==> config.mk <==
export PLATFORM = sky130hd
export DESIGN_NAME = csw_mode_ctrl
export DESIGN_NICKNAME = d
export VERILOG_FILES = /design/src/rtl/csw_pkg.sv /design/src/rtl/csw_mode_if.sv /design/src/rtl/csw_mode_ctrl.sv /design/src/rtl/csw_mode_map.sv
export VERILOG_INCLUDE_DIRS = /design/src /design/src/rtl
export SDC_FILE = /design/constraint.sdc
export NUM_CORES = 1
export LEC_CHECK = 0
export BUFFER_PORTS_ARGS = -buffer_cell sky130_fd_sc_hd__buf_2
export CAP_MARGIN = 20
export CELL_PAD_IN_SITES_DETAIL_PLACEMENT = 0
export CELL_PAD_IN_SITES_GLOBAL_PLACEMENT = 1
export CORE_MARGIN = 1
export CORE_UTILIZATION = 35
export CTS_CLUSTER_SIZE = 12
export DETAILED_ROUTE_END_ITERATION = 8
export HOLD_SLACK_MARGIN = 0.03
export PLACE_DENSITY_LB_ADDON = 0.1
export SLEW_MARGIN = 15
export SYNTH_ARGS = -nofsm -noshare
export SYNTH_HDL_FRONTEND = slang
export SYNTH_SLANG_ARGS = --single-unit
==> constraint.sdc <==
create_clock -name clock_in -period 2.45 [get_ports clock_in]
set_input_delay 0.3675 -clock clock_in [delete_from_list [all_inputs] [get_ports clock_in]]
set_output_delay 0.3675 -clock clock_in [all_outputs]
set_load 0.01 [all_outputs]
==> src/rtl/csw_params.svh <==
// Constants for the CAN selective-wake mode control block.
// Assumes inclusion by bare name from the package and the design modules.
`ifndef CSW_PARAMS_SVH
`define CSW_PARAMS_SVH

// Register byte offsets on the plain register port.
`define CSW_OFS_CTRL 8'h00
`define CSW_OFS_CFG 8'h04
`define CSW_OFS_STAT 8'h08
`define CSW_OFS_IRQ_STAT 8'h0C
`define CSW_OFS_IRQ_MASK 8'h10

// CTRL layout: transceiver mode field and power-mode command.
`define CSW_CTRL_MODE_HI 2
`define CSW_CTRL_MODE_LO 0
`define CSW_CTRL_PM_HI 5
`define CSW_CTRL_PM_LO 4

// CFG layout: configuration valid (read/write), error flag (write one to clear).
`define CSW_CFG_VALID_BIT 0
`define CSW_CFG_ERR_BIT 1

// STAT layout.
`define CSW_STAT_SILENCE_BIT 0
`define CSW_STAT_ERR_BIT 1
`define CSW_STAT_ARMED_BIT 2
`define CSW_STAT_WOKEN_BIT 3
`define CSW_STAT_SWK_RUN_BIT 4
`define CSW_STAT_PM_HI 9
`define CSW_STAT_PM_LO 8

// Interrupt status and mask bits.
`define CSW_IRQ_W 4
`define CSW_IRQ_FRAME_BIT 0
`define CSW_IRQ_PATTERN_BIT 1
`define CSW_IRQ_ERR_BIT 2
`define CSW_IRQ_SILENCE_BIT 3
`define CSW_IRQ_MASK_RST 4'h0

// Power-mode codes as seen in CTRL and STAT.
`define CSW_PM_NORMAL 2'h0
`define CSW_PM_STOP 2'h1
`define CSW_PM_SLEEP 2'h2
`define CSW_PM_RESTART 2'h3

// Transceiver mode field values.
`define CSW_MODE_OFF 3'h0
`define CSW_MODE_WK 3'h1
`define CSW_MODE_RXO 3'h2
`define CSW_MODE_NORM 3'h3
`define CSW_MODE_OFF_HI 3'h4
`define CSW_MODE_SWK 3'h5
`define CSW_MODE_RXO_SWK 3'h6
`define CSW_MODE_NORM_SWK 3'h7
`define CSW_LOW_OFF 2'h0
`define CSW_LOW_WK 2'h1
`define CSW_LOW_NORM 2'h3

`define CSW_DATA_W 32
`define CSW_ADDR_W 8
`define CSW_SYNC_W 3

`endif

==> src/rtl/csw_pkg.sv <==
// Types shared by the mode control block and its mode mapper.
// Assumes csw_params.svh is on the include path.
`include "csw_params.svh"

package csw_pkg;

   typedef enum logic [1:0] {PM_NORMAL, PM_STOP, PM_SLEEP, PM_RESTART} csw_pm_e;

   typedef logic [2:0] csw_mode_t;

   typedef struct packed {
      csw_pm_e pm;
      csw_mode_t mode;
      logic err;
      logic armed;
      logic cfg_valid;
      logic woken;
      logic silence;
      logic [`CSW_IRQ_W-1:0] irq_stat;
      logic [`CSW_IRQ_W-1:0] irq_mask;
      logic [`CSW_DATA_W-1:0] rdata;
      logic [`CSW_SYNC_W-1:0] rx_sync;
      logic [`CSW_SYNC_W-1:0] tx_sync;
      logic rx_filt;
      logic tx_filt;
      logic rx_pin;
      logic bus_dom;
   } csw_state_s;

endpackage

==> src/rtl/csw_mode_if.sv <==
// Carrier between the mode controller and the mode mapper.
// Assumes both ends sit in the same clock domain; the mapper is combinational.
interface csw_mode_if;
   csw_pkg::csw_mode_t mode;
   logic err;
   csw_pkg::csw_pm_e pm;
   logic rx_en;
   logic tx_en;
   logic wake_cap;
   logic swk_run;

   modport ctrl (output mode, output err, output pm,
      input rx_en, input tx_en, input wake_cap, input swk_run);
   modport map (input mode, input err, input pm,
      output rx_en, output tx_en, output wake_cap, output swk_run);
endinterface

==> src/rtl/csw_mode_ctrl.sv <==
// Transceiver mode control with selective wake, register port and interrupt.
// Assumes frame decoder events arrive as one-cycle pulses on clock_in; the bus
// receive pin and the transmit data pin are asynchronous and are synchronised here.
//
// How it works
// - Mode field accepts writes only while the power mode is Normal.
// - Field 000/100 off, 001 wake, 010 rx only, 011 normal, 1xx with selective wake.
// - Normal with selective wake transmits, receives and runs the frame detector.
// - Frame wake in normal-with-selective-wake raises interrupt, receive output not pulled low.
// - Receive only with selective wake passes bus data, never drives the bus.
// - Error flag set means a config valid check failed or the counter overflowed.
// - Mode field reads back as programmed; status shows error, armed and woken state.
// - Leaving Normal may rewrite the two low field bits per target power mode.
// - Stop keeps the field; error flag makes 1xx modes run without selective wake.
// - Error flag blocks frame detection but leaves the field top bit unchanged.
// - Sleep maps 010/011 to 001, 110/111 to 101, off stays off.
// - Frame wake in Sleep enters Restart, clears config valid, reports 101.
// - Entering Sleep with a woken transceiver re-arms it automatically.
// - Enabling selective wake checks config valid and sets the error flag on failure.
// - Each setting of the error flag raises the interrupt unless masked.
//
// Local design decisions: the placing of the registers and the plain strobed port.
`include "csw_params.svh"

module csw_mode_ctrl
(
   input wire logic clock_in,
   input wire logic rst_n_in,
   input wire logic ce_in,
   input wire logic [`CSW_ADDR_W-1:0] addr_in,
   input wire logic [`CSW_DATA_W-1:0] wdata_in,
   input wire logic wr_in,
   input wire logic rd_in,
   output logic [`CSW_DATA_W-1:0] rdata_out,
   input wire logic bus_rx_in,
   input wire logic tx_data_in,
   input wire logic wake_frame_in,
   input wire logic wake_pattern_in,
   input wire logic err_overflow_in,
   input wire logic silence_timeout_in,
   output logic rx_out,
   output logic bus_dominant_out,
   output logic detector_enable_out,
   output logic counter_clear_out,
   output logic bus_silence_flag_out,
   output logic interrupt_out_n
);
   csw_pkg::csw_state_s st_r;
   csw_pkg::csw_state_s st_nxt;
   csw_mode_if mif ();

   csw_mode_map u_map
   (
      .m(mif.map)
   );

   function automatic logic [1:0] pm_code(input csw_pkg::csw_pm_e pm);
      case (pm)
         csw_pkg::PM_NORMAL: pm_code = `CSW_PM_NORMAL;
         csw_pkg::PM_STOP: pm_code = `CSW_PM_STOP;
         csw_pkg::PM_SLEEP: pm_code = `CSW_PM_SLEEP;
         default: pm_code = `CSW_PM_RESTART;
      endcase
   endfunction

   function automatic logic is_swk_mode(input csw_pkg::csw_mode_t m);
      is_swk_mode = m[2] && (m[1:0] != `CSW_LOW_OFF);
   endfunction

   // Low field bits taken on entry to Sleep; off modes keep their value.
   function automatic csw_pkg::csw_mode_t sleep_map(input csw_pkg::csw_mode_t m);
      if (m[1:0] == `CSW_LOW_OFF)
      begin
         sleep_map = m;
      end
      else
      begin
         sleep_map = {m[2], `CSW_LOW_WK};
      end
   endfunction

   function automatic logic [`CSW_DATA_W-1:0] read_mux(input csw_pkg::csw_state_s s,
      input logic [`CSW_ADDR_W-1:0] a, input logic swk_run);
      logic [`CSW_DATA_W-1:0] d;
      d = '0;
      case (a)
         `CSW_OFS_CTRL:
         begin
            d[`CSW_CTRL_MODE_HI:`CSW_CTRL_MODE_LO] = s.mode;
            d[`CSW_CTRL_PM_HI:`CSW_CTRL_PM_LO] = pm_code(s.pm);
         end
         `CSW_OFS_CFG:
         begin
            d[`CSW_CFG_VALID_BIT] = s.cfg_valid;
            d[`CSW_CFG_ERR_BIT] = s.err;
         end
         `CSW_OFS_STAT:
         begin
            d[`CSW_STAT_SILENCE_BIT] = s.silence;
            d[`CSW_STAT_ERR_BIT] = s.err;
            d[`CSW_STAT_ARMED_BIT] = s.armed;
            d[`CSW_STAT_WOKEN_BIT] = s.woken;
            d[`CSW_STAT_SWK_RUN_BIT] = swk_run;
            d[`CSW_STAT_PM_HI:`CSW_STAT_PM_LO] = pm_code(s.pm);
         end
         `CSW_OFS_IRQ_STAT: d[`CSW_IRQ_W-1:0] = s.irq_stat;
         `CSW_OFS_IRQ_MASK: d[`CSW_IRQ_W-1:0] = s.irq_mask;
         default: d = '0;
      endcase
      read_mux = d;
   endfunction

   logic wr_ctrl;
   logic wr_cfg;
   logic [1:0] pm_req;
   csw_pkg::csw_mode_t wmode;
   logic err_set;
   logic err_clr;
   logic frame_wake;
   logic pattern_wake;
   logic [`CSW_IRQ_W-1:0] irq_set;
   logic in_normal;

   always_comb
   begin
      st_nxt = st_r;
      wr_ctrl = wr_in && (addr_in == `CSW_OFS_CTRL);
      wr_cfg = wr_in && (addr_in == `CSW_OFS_CFG);
      pm_req = wdata_in[`CSW_CTRL_PM_HI:`CSW_CTRL_PM_LO];
      wmode = wdata_in[`CSW_CTRL_MODE_HI:`CSW_CTRL_MODE_LO];
      in_normal = (st_r.pm == csw_pkg::PM_NORMAL);
      err_set = 1'b0;
      irq_set = '0;

      // Pin synchronisers: a change is taken once stages two and three agree.
      st_nxt.rx_sync = {st_r.rx_sync[1:0], bus_rx_in};
      st_nxt.tx_sync = {st_r.tx_sync[1:0], tx_data_in};
      if (st_r.rx_sync[1] == st_r.rx_sync[2])
      begin
         st_nxt.rx_filt = st_r.rx_sync[2];
      end
      if (st_r.tx_sync[1] == st_r.tx_sync[2])
      begin
         st_nxt.tx_filt = st_r.tx_sync[2];
      end

      // Wake events count only while the transceiver has not yet woken.
      frame_wake = wake_frame_in && mif.swk_run && !st_r.woken
         && (st_r.pm != csw_pkg::PM_RESTART);
      pattern_wake = wake_pattern_in && mif.wake_cap && !mif.swk_run && !st_r.woken;

      // Config valid write; a drop while selective wake runs in Normal is an error.
      if (wr_cfg && in_normal)
      begin
         st_nxt.cfg_valid = wdata_in[`CSW_CFG_VALID_BIT];
         if (!wdata_in[`CSW_CFG_VALID_BIT] && is_swk_mode(st_r.mode))
         begin
            err_set = 1'b1;
         end
      end

      // Mode field write, Normal only; a change of value re-arms a woken transceiver.
      if (wr_ctrl && in_normal)
      begin
         st_nxt.mode = wmode;
         if (wmode != st_r.mode)
         begin
            st_nxt.woken = 1'b0;
         end
         if (!wmode[2])
         begin
            st_nxt.armed = 1'b0;
         end
         if (is_swk_mode(wmode))
         begin
            if (st_nxt.cfg_valid)
            begin
               st_nxt.armed = 1'b1;
            end
            else
            begin
               err_set = 1'b1;
            end
         end
      end

      // Counter overflow disables selective wake and wakes the transceiver.
      if (err_overflow_in && mif.swk_run)
      begin
         err_set = 1'b1;
         st_nxt.woken = 1'b1;
      end

      if (frame_wake)
      begin
         st_nxt.woken = 1'b1;
         st_nxt.armed = 1'b0;
         if (st_r.pm == csw_pkg::PM_SLEEP)
         begin
            st_nxt.pm = csw_pkg::PM_RESTART;
            st_nxt.cfg_valid = 1'b0;
            st_nxt.mode = `CSW_MODE_SWK;
         end
         else
         begin
            irq_set[`CSW_IRQ_FRAME_BIT] = 1'b1;
         end
      end

      if (pattern_wake)
      begin
         st_nxt.woken = 1'b1;
         st_nxt.armed = 1'b0;
         st_nxt.silence = 1'b0;
         if (st_r.pm == csw_pkg::PM_SLEEP)
         begin
            st_nxt.pm = csw_pkg::PM_RESTART;
         end
         else
         begin
            irq_set[`CSW_IRQ_PATTERN_BIT] = 1'b1;
         end
      end

      // Bus silence flag from the running detector; set wins over a pattern clear.
      if (silence_timeout_in && mif.swk_run)
      begin
         st_nxt.silence = 1'b1;
         irq_set[`CSW_IRQ_SILENCE_BIT] = 1'b1;
      end

      // Error clear cannot succeed while a selective-wake mode lacks a valid config.
      err_clr = wr_cfg && wdata_in[`CSW_CFG_ERR_BIT]
         && !(st_r.mode[2] && !st_r.cfg_valid);
      if (err_clr)
      begin
         st_nxt.err = 1'b0;
      end
      if (err_set)
      begin
         st_nxt.err = 1'b1;
         st_nxt.armed = 1'b0;
         irq_set[`CSW_IRQ_ERR_BIT] = 1'b1;
      end

      // Power-mode commands; Sleep accepts none and leaves only on a wake.
      if (wr_ctrl)
      begin
         case (st_r.pm)
            csw_pkg::PM_NORMAL:
            begin
               if (pm_req == `CSW_PM_STOP)
               begin
                  st_nxt.pm = csw_pkg::PM_STOP;
               end
               else if (pm_req == `CSW_PM_SLEEP)
               begin
                  st_nxt.pm = csw_pkg::PM_SLEEP;
                  st_nxt.mode = sleep_map(st_nxt.mode);
                  st_nxt.woken = 1'b0;
                  st_nxt.armed = is_swk_mode(st_nxt.mode) && !st_nxt.err;
               end
               else
               begin
                  st_nxt.pm = st_r.pm;
               end
            end
            csw_pkg::PM_STOP, csw_pkg::PM_RESTART:
            begin
               if (pm_req == `CSW_PM_NORMAL)
               begin
                  st_nxt.pm = csw_pkg::PM_NORMAL;
               end
            end
            default: st_nxt.pm = st_r.pm;
         endcase
      end

      // Interrupt status: hardware set wins over a write-one clear.
      if (wr_in && (addr_in == `CSW_OFS_IRQ_STAT))
      begin
         st_nxt.irq_stat = st_r.irq_stat & ~wdata_in[`CSW_IRQ_W-1:0];
      end
      st_nxt.irq_stat = st_nxt.irq_stat | irq_set;
      if (wr_in && (addr_in == `CSW_OFS_IRQ_MASK))
      begin
         st_nxt.irq_mask = wdata_in[`CSW_IRQ_W-1:0];
      end

      // Read data stands for the single cycle after the strobe.
      st_nxt.rdata = rd_in ? read_mux(st_r, addr_in, mif.swk_run) : '0;

      // A woken, wake-capable transceiver pulls receive low; active modes pass bus data.
      if (mif.rx_en)
      begin
         st_nxt.rx_pin = st_r.rx_filt;
      end
      else
      begin
         st_nxt.rx_pin = !(st_r.woken && mif.wake_cap);
      end
      st_nxt.bus_dom = mif.tx_en && !st_r.tx_filt;
   end

   always_ff @(posedge clock_in)
   begin
      if (!rst_n_in)
      begin
         st_r.pm <= csw_pkg::PM_NORMAL;
         st_r.mode <= `CSW_MODE_OFF;
         st_r.err <= 1'b0;
         st_r.armed <= 1'b0;
         st_r.cfg_valid <= 1'b0;
         st_r.woken <= 1'b0;
         st_r.silence <= 1'b0;
         st_r.irq_stat <= '0;
         st_r.irq_mask <= `CSW_IRQ_MASK_RST;
         st_r.rdata <= '0;
         st_r.rx_sync <= '1;
         st_r.tx_sync <= '1;
         st_r.rx_filt <= 1'b1;
         st_r.tx_filt <= 1'b1;
         st_r.rx_pin <= 1'b1;
         st_r.bus_dom <= 1'b0;
      end
      else if (ce_in)
      begin
         st_r <= st_nxt;
      end
   end

   assign mif.mode = st_r.mode;
   assign mif.err = st_r.err;
   assign mif.pm = st_r.pm;

   assign rdata_out = st_r.rdata;
   assign rx_out = st_r.rx_pin;
   assign bus_dominant_out = st_r.bus_dom;
   assign detector_enable_out = mif.swk_run;
   // Counter held cleared in off modes and in plain wake-capable mode.
   assign counter_clear_out = (st_r.mode[1:0] == `CSW_LOW_OFF)
      || (st_r.mode == `CSW_MODE_WK);
   assign bus_silence_flag_out = st_r.silence;
   assign interrupt_out_n = ~|(st_r.irq_stat & st_r.irq_mask);
endmodule

==> src/rtl/csw_mode_map.sv <==
// Maps mode field, error flag and power mode to the effective transceiver behaviour.
// Assumes the controller has already remapped the field on entry to Sleep.
`include "csw_params.svh"

module csw_mode_map
(
   csw_mode_if.map m
);
   logic [1:0] low;
   logic lowpower;

   always_comb
   begin
      low = m.mode[1:0];
      lowpower = (m.pm == csw_pkg::PM_SLEEP) || (m.pm == csw_pkg::PM_RESTART);
      // Error flag suppresses the frame detector but the field is left alone.
      m.swk_run = m.mode[2] && (low != `CSW_LOW_OFF) && !m.err;
      m.wake_cap = (low != `CSW_LOW_OFF) && (lowpower || (low == `CSW_LOW_WK));
      m.rx_en = !lowpower && (low[1] == 1'b1);
      m.tx_en = !lowpower && (low == `CSW_LOW_NORM);
   end
endmodule

==> results of run 1 <==
[cell usage after synthesis, types with 2 or more instances]
library cell	instances	area, sq um
nand2_1	30	112.6
ha_1	3	37.54
a21boi_0	9	67.56
clkbuf_1	8	30.03
dfxtp_1	36	720.7
nand4b_1	2	17.52
mux2i_1	14	140.1
nand2b_1	7	43.79
buf_6	7	78.83
a22oi_1	2	15.01
nor2b_1	13	81.33
nand3_1	14	70.07
a31oi_1	2	12.51
a21boi_1	2	15.01
and3_1	2	12.51
a21oi_1	12	60.06
nor3_1	4	20.02
xor2_1	4	35.03
inv_1	8	30.03
a32oi_1	3	26.28
o21ai_0	10	50.05
o21a_1	2	15.01
nand4_1	5	31.28
nor2_1	12	45.04
buf_4	32	240.2
o2bb2ai_1	2	17.52
o22ai_1	2	12.51
o211ai_1	2	15.01
and2_1	5	31.28
nor3b_1	2	15.01
buf_2	2	10.01
[flip-flops by register name (all words and copies together) (netlist names)]
| name | flops |
|---|---|
| st_nxt | 4 |
| rx_out | 1 |
| bus_dominant_out | 1 |
| mif.mode | 3 |
| st_r | 15 |
| rdata_out | 8 |
| mif.pm | 2 |
| bus_silence_flag_out | 1 |
| mif.err | 1 |
[critical path, cell delays in order (launching register included)]
cell and delay, ps:
dfxtp_1 600, o21ai_0 180, nor2_1 490, buf_2 240
[power by group]
group | internal, uW | switching, uW
Combinational | 45.1 | 84.2
Sequential | 589 | 2.83
Clock | 307 | 241
[worst paths after layout]
path / from / endpoint / slack [ps] / depth (start not counted)
max: mif.mode[1] / detector_enable_out / 280 / 3
min: bus_rx_in / st_nxt[8] / 280 / 3
min reg2reg: rdata_out[5] / rdata_out[5] / 470 / 2
max reg2reg: mif.mode[1] / bus_silence_flag_out / 450 / 6
[cell type report]
| type | instances | area, sq um |
|---|---|---|
| Fill cell | 700 | 3877 |
| Multi-Input combinational cell | 213 | 1311 |
| Sequential cell | 36 | 720.7 |
| Timing Repair Buffer | 44 | 235.2 |
| Tap cell | 77 | 96.34 |
| Clock buffer | 5 | 68.82 |
| Clock inverter | 3 | 46.29 |
| Inverter | 8 | 30.03 |
[metal layers]
metal / routed length (microns) / part of all wire, % / global-route usage (%)
met1: 2955 / 49 / 23.49
met2: 2692 / 45 / 27.72
met3: 271 / 4.5 / 3.165
met4: 52 / 0.87 / 5.393
met5: 0 / 0 / 0
[cells by family (layout without fill, tap and decap cells)]
logic type      after synthesis  after routing  share of synthesized area (%)
xor+xnor                      4              4                          1.500
flops                        36             36                          30.87
compound gates               60             60                          17.52
fa+ha+maj                     3              3                          1.608
simple gates                106            106                          24.22
buf+inv                      57             60                          16.67
mux                          16             16                          7.449
other cells                   1             24                         0.1606
[metrics by stage]
stage	area [sq um]	utilization (%)	instances
finish	2509	39.28	386
global route	2509	39.28	386
CTS	2509	39.28	386
detailed placement	2394	37.48	378
global placement	2394	37.48	378
floorplan	2421	-	306
==> results_dict.tcl, run 1 <==
set metrics [dict create \
    status "finished, final reports clean" \
    clockBufferDepth 2 \
    grt_pass1_wl_mm 9.404 \
    total_power_uw 1269 \
    max_slew_margin_pct 57.78 \
    grt_pass1_vias 1809 \
    seq_area_frac_synth_pct 30.87 \
    die_area_sq_mm 0.007002 \
    ios 89 \
    coreArea_sq_mm 0.006386 \
    ctsResizeCount 0 \
    place_congestion 0.8109 \
    drc 0 \
    start_util_pct 36.56 \
    grt_util_all_layers_pct 17.29 \
    cp.required_ps 2080 \
    period_share_pct 88.57 \
    dp_hpwl_mm 4.457 \
    crit_path_max_fanout 11 \
    synth_async_sr_flop_share_pct 0 \
    start_kind "register" \
    drive_gt1_share_pct 19.09 \
    grt_antenna_before_repair 0 \
    yosysUniqueCellTypes 56 \
    viasPerCell 5.205 \
    cts_sinks 36 \
    fin_nets 362 \
    cts_tree "yes" \
    setup_ws_ps 280.0 \
    setup_violations 0 \
    root_buffer "clkbuf_8" \
    area_growth_pct 7.449 \
    fin_skew_ps 5.993 \
    grt_max_degree 26 \
    crit_type "reg -> out" \
    worstHoldPathType "in -> reg" \
    ir_drop_mv 0.2534 \
    cp-end-kind "output port" \
    htree_levels 2 \
    drt.antenna.violating_nets 0 \
    syn_inst 283 \
    ys.flop_type "dfxtp_1" \
    setup_tns_ps 0 \
    die_w_microns 83.68 \
    max_freq_ghz 0.4608 \
    preCtsSetupSlack_ps 345.1 \
    cts_setup_buffers 0 \
    final_common_cell "buf_2" \
    rsz0062_at_grt "false" \
    report.final.slew_viol_count 0 \
    drt-total-wl_mm 5.972 \
    num_vias 2009 \
    worstSkewPairLatency_ps 290 \
    syn-cell-area_sq_mm 0.002335 \
    fin_crit_ps 2170 \
    worst_slew_pin_slew_ps 624.8 \
    p_leak_uw 0.001022 \
    path_clk_slew_ps 90 \
    first_iter_violations 141 \
    synth_edf_count 0 \
    row_count 29 \
    cts_hold_buf 0 \
    ys.warnings.count 0 \
    drtPass1Iterations 4 \
    grt-ovfl-total 0 \
    cap_violations 0 \
    syn_avg_cell_area_sq_um 8.250 \
    hold_viol 0 \
    portBuffers 38 \
    n_antenna_cell 0 \
    yosys_register_bits 36 \
    worst_hold_slack_ps 284.4 \
    wl_per_cell_microns 15.47 \
    layout_common_cells "buf_2 (38), dfxtp_1 (36), nand2_1 (30), conb_1 (24)" \
    cp.arrival_ps 1800 \
    p_per_area_mw_per_mm2 506.0 \
    fp.dieH_microns 83.68 \
    cts_made_buffers 5 \
]
No activity file was read; power rests on OpenSTA's default activity.
==> run 2: changes to the inputs <==
--- a/config.mk
+++ b/config.mk
@@ -11,7 +11,7 @@
 export CELL_PAD_IN_SITES_DETAIL_PLACEMENT = 0
 export CELL_PAD_IN_SITES_GLOBAL_PLACEMENT = 1
 export CORE_MARGIN = 1
-export CORE_UTILIZATION = 35
+export CORE_UTILIZATION = 38
 export CTS_CLUSTER_SIZE = 12
 export DETAILED_ROUTE_END_ITERATION = 8
 export HOLD_SLACK_MARGIN = 0.03
==> constraint.sdc (replaced) <==
create_clock -name clock_in -period 2.5 [get_ports clock_in]
set_input_delay 0.375 -clock clock_in [delete_from_list [all_inputs] [get_ports clock_in]]
set_output_delay 0.375 -clock clock_in [all_outputs]
set_load 0.01 [all_outputs]
==> results_dict.tcl, run 2 (synthesis gave the netlist of run 1 again) <==
set metrics [dict create \
    setup_tns_ps 0 \
    cp.required_ps 2120 \
    cts_made_buffers 5 \
    cts_hold_buf 0 \
    placed_cells 377 \
    clockBufferDepth 2 \
    hold_viol 0 \
    grt_util_all_layers_pct 18.82 \
    preCtsSetupSlack_ps 438.7 \
    dp_hpwl_mm 4.342 \
    drive_gt1_share_pct 19.09 \
    wl_per_cell_microns 14.89 \
    hp-start "bus_rx_in" \
    viasPerCell 5.206 \
    grt_pass1_wl_mm 9.066 \
    drtPass1Iterations 7 \
    layout_common_cells "buf_2 (38), dfxtp_1 (36), nand2_1 (30), conb_1 (24)" \
    cp-end-kind "output port" \
    p_per_area_mw_per_mm2 466.0 \
    first_iter_violations 98 \
    rsz0062_at_grt "false" \
    setup_violations 0 \
    fin_cells 384 \
    coreArea_sq_mm 0.005921 \
    place_congestion 0.8197 \
    grt-ovfl-total 0 \
    total_power_uw 1163 \
    fin_skew_ps 7.799 \
    start_util_pct 39.43 \
    area_growth_pct 6.859 \
    largest_register "st_r" \
    max_slew_margin_pct 64.66 \
    max_freq_ghz 0.4719 \
    fin_crit_ps 2119 \
    drt.antenna.violating_nets 0 \
    drt-total-wl_mm 5.718 \
    die_area_sq_mm 0.006462 \
    ctsResizeCount 0 \
    cp.arrival_ps 1740 \
    final_common_cell "buf_2" \
    crit_type "reg -> out" \
    worstHoldPathType "in -> reg" \
    root_buffer "clkbuf_8" \
    num_vias 1999 \
    row_count 28 \
    grt_antenna_before_repair 0 \
    ir_drop_mv 0.2444 \
    grt_max_degree 25 \
    ios 89 \
    n_antenna_cell 0 \
    die_w_microns 80.39 \
    worst_slew_pin_slew_ps 528.1 \
    cts_sinks 36 \
    portBuffers 38 \
    worstSkewPairLatency_ps 290 \
    cts_setup_buffers 0 \
    crit_path_max_fanout 11 \
    fp.dieH_microns 80.39 \
    p_leak_uw 0.001022 \
    fin_nets 363 \
    worstReg2RegStart "mif.pm[0]" \
    htree_levels 2 \
    cts_tree "yes" \
    cap_violations 0 \
    drc 0 \
    path_clk_slew_ps 80 \
    start_kind "register" \
    setup_ws_ps 380.8 \
    status "finished, final reports clean" \
    report.final.slew_viol_count 0 \
    period_share_pct 84.77 \
    critPathLaunch "mif.mode[1]" \
    grt_pass1_vias 1766 \
    largest_register_ffs 15 \
    worst_hold_slack_ps 299.5 \
]
## run 2: path summary, 6_finish.rpt
kind | slack [ps] | end | cells after the start
worst max-delay path | 380 | detector_enable_out | 3
worst min-delay path | 300 | st_nxt[8] | 3
worst min register to register | 470 | rdata_out[2] | 2
worst max register to register | 630 | mif.err | 5
## run 2: per-stage QoR
stage,instance area (sq um),util (%)
6_report,2495,42.14
3_3_place_gp,2399,40.51
5_1_grt,2495,42.14
4_1_cts,2495,42.14
2_1_floorplan,2421,-
3_5_place_dp,2399,40.51
## run 2: power by group
group	switching [uW]	internal [uW]	total [uW]
clock	210	246	455
sequential	2.64	578	580
combinational	81.3	45.4	127
total	294	869	1160
## run 2: critical path, cell delays in order, from the launching register on
cell and delay [ps]:
dfxtp_1 600, o21ai_0 180, nor2_1 440, buf_2 230
## run 2: area by class of cell
type / instances / area [sq um]
Timing Repair Buffer: 45 / 242.7
Sequential cell: 36 / 720.7
Fill cell: 651 / 3426
Multi-Input combinational cell: 213 / 1311
Clock buffer: 7 / 96.34
Tap cell: 75 / 93.84
Inverter: 8 / 30.03
## run 2: layer usage
| metal | track usage, % | vias to the layer above | wire (microns) |
|---|---|---|---|
| li1 | - | 987 | - |
| met1 | 25.34 | 950 | 2834 |
| met2 | 29.66 | 54 | 2548 |
| met3 | 3.750 | 8 | 261 |
| met4 | 6.429 | 0 | 73 |
| met5 | 0 | - | 0 |
==> run 3: changes to the inputs <==
--- a/config.mk
+++ b/config.mk
@@ -11,7 +11,7 @@
 export CELL_PAD_IN_SITES_DETAIL_PLACEMENT = 0
 export CELL_PAD_IN_SITES_GLOBAL_PLACEMENT = 1
 export CORE_MARGIN = 1
-export CORE_UTILIZATION = 38
+export CORE_UTILIZATION = 32
 export CTS_CLUSTER_SIZE = 12
 export DETAILED_ROUTE_END_ITERATION = 8
 export HOLD_SLACK_MARGIN = 0.03
==> constraint.sdc (replaced) <==
create_clock -name clock_in -period 1.9 [get_ports clock_in]
set_input_delay 0.285 -clock clock_in [delete_from_list [all_inputs] [get_ports clock_in]]
set_output_delay 0.285 -clock clock_in [all_outputs]
set_load 0.01 [all_outputs]
==> results_dict.tcl, run 3 (synthesis gave the netlist of run 1 again) <==
set metrics [dict create \
    largest_register_ffs 15 \
    n_antenna_cell 0 \
    drtPass1Iterations 4 \
    area_growth_pct 11.41 \
    grt_util_all_layers_pct 17.10 \
    cap_violations 0 \
    die_area_sq_mm 0.007641 \
    die_w_microns 87.42 \
    grt_max_degree 35 \
    r2r_end "mif.err" \
    num_vias 1998 \
    preCtsSetupSlack_ps 63.43 \
    grt-ovfl-total 0 \
    root_buffer "clkbuf_8" \
    fin_skew_ps 2.553 \
    hold_viol 0 \
    hp-start "tx_data_in" \
    reg2reg_slack_ps 160 \
    wl_per_cell_microns 14.76 \
    place_congestion 0.7771 \
    ios 89 \
    slowest_stage "or4_1" \
    fin_crit_ps 1738 \
    coreArea_sq_mm 0.006907 \
    max_freq_ghz 0.5752 \
    p_leak_uw 0.001072 \
    crit_path_max_fanout 6 \
    p_per_area_mw_per_mm2 582.3 \
    cts_tree "yes" \
    portBuffers 38 \
    path_clk_slew_ps 70 \
    drt.antenna.violating_nets 0 \
    cp_cell_sequence "or3b_1 > or4_1 > nand3_1 > nand2_1 > a21boi_1" \
    dp_hpwl_mm 4.641 \
    fillers 748 \
    cp.arrival_ps 1960 \
    cts_sinks 36 \
    min_path_cells 3 \
    fp.dieH_microns 87.42 \
    first_iter_violations 116 \
    start_util_pct 33.80 \
    fin_nets 371 \
    ir_drop_mv 0.2438 \
    setup_violations 0 \
    grt_antenna_before_repair 0 \
    row_count 30 \
    worstHoldPathType "in -> reg" \
    crit_type "reg -> reg" \
    drc 0 \
    status "finished, final reports clean" \
    reg2regPathDepth 5 \
    setup_ws_ps 161.5 \
    hold_end "st_nxt[5]" \
    layout_common_cells "buf_2 (38), dfxtp_1 (36), nand2_1 (30), conb_1 (24)" \
    setup_tns_ps 0 \
    critical-path-max-stage-delay_ps 540 \
    cts_setup_buffers 0 \
    htree_levels 2 \
    drive_gt1_share_pct 22.33 \
    clockBufferDepth 2 \
    grt_pass1_vias 1904 \
    cp-end-kind "register" \
    final_common_cell "buf_2" \
    report.final.slew_viol_count 0 \
    grt_pass1_wl_mm 9.818 \
    drt-total-wl_mm 6.112 \
    cp.required_ps 2130 \
    cts_made_buffers 5 \
    largest_register "st_r" \
    start_kind "register" \
    viasPerCell 4.826 \
    worstSkewPairLatency_ps 290 \
    worstReg2RegStart "mif.pm[0]" \
    rsz0062_at_grt "false" \
    period_share_pct 91.50 \
]
run 3: worst max-delay path by stage:
stage                start  slack, ps  cells after the start                   to
2_1_floorplan    mif.pm[0]        140                      7             st_r[53]
4_1_cts        mif.mode[0]         80                      3  detector_enable_out
3_3_place_gp         wr_in         50                      6             st_r[53]
5_1_grt        mif.mode[0]         30                      6          mif.mode[0]
6_report         mif.pm[0]        160                      5              mif.err
3_5_place_dp         wr_in         60                      6              mif.err
run 3: cell type report:
cell class | count | area, sq um | share of cell area [%]
Clock buffer | 6 | 82.58 | 3.175
Timing Repair Buffer | 53 | 315.3 | 12.12
Inverter | 8 | 30.03 | 1.154
Multi-Input combinational cell | 213 | 1323 | 50.84
Tap cell | 96 | 120.1 | 4.618
Clock inverter | 2 | 10.01 | 0.3848
Sequential cell | 36 | 720.7 | 27.71
run 3: report_power, final:
group | internal, uW | switching, uW
sequential | 760 | 3.72
combinational | 65.1 | 111
clock | 290 | 286
total | 1110 | 400
run 3: routing by layer:
| metal | share of wire, % | vias up | track usage (%) |
|---|---|---|---|
| met3 | 4.3 | 6 | 3.318 |
| met2 | 46 | 50 | 27.56 |
| met4 | 1.0 | 0 | 4.471 |
| li1 | - | 1003 | - |
| met5 | 0 | - | 0 |
| met1 | 49 | 939 | 23.24 |
run 3: what timing repair did:
item	CTS	global route
hold buffers	0	0
gates resized for setup	0	4
endpoints found under the setup margin	0	2
run 3: critical path, delay by kind of cell, from the launching register on:
family | cells | cell delay [ps]
AND/OR/NAND/NOR | 4 | 1260
flip-flops | 1 | 310
AO/OA/AOI/OAI | 1 | 120
run 3: stage by stage:
stage	utilization (%)	hold slack [ps]	power [uW]	std cells	cell area [sq um]
detailed placement	36.16	463.6	957.6	406	2497
finish	37.66	205.8	1515	414	2601
CTS	37.50	202.7	1538	414	2590
global placement	36.16	457.1	959.1	406	2497
floorplan	-	413.4	933.6	306	2421
global route	37.66	212.1	1585	414	2601
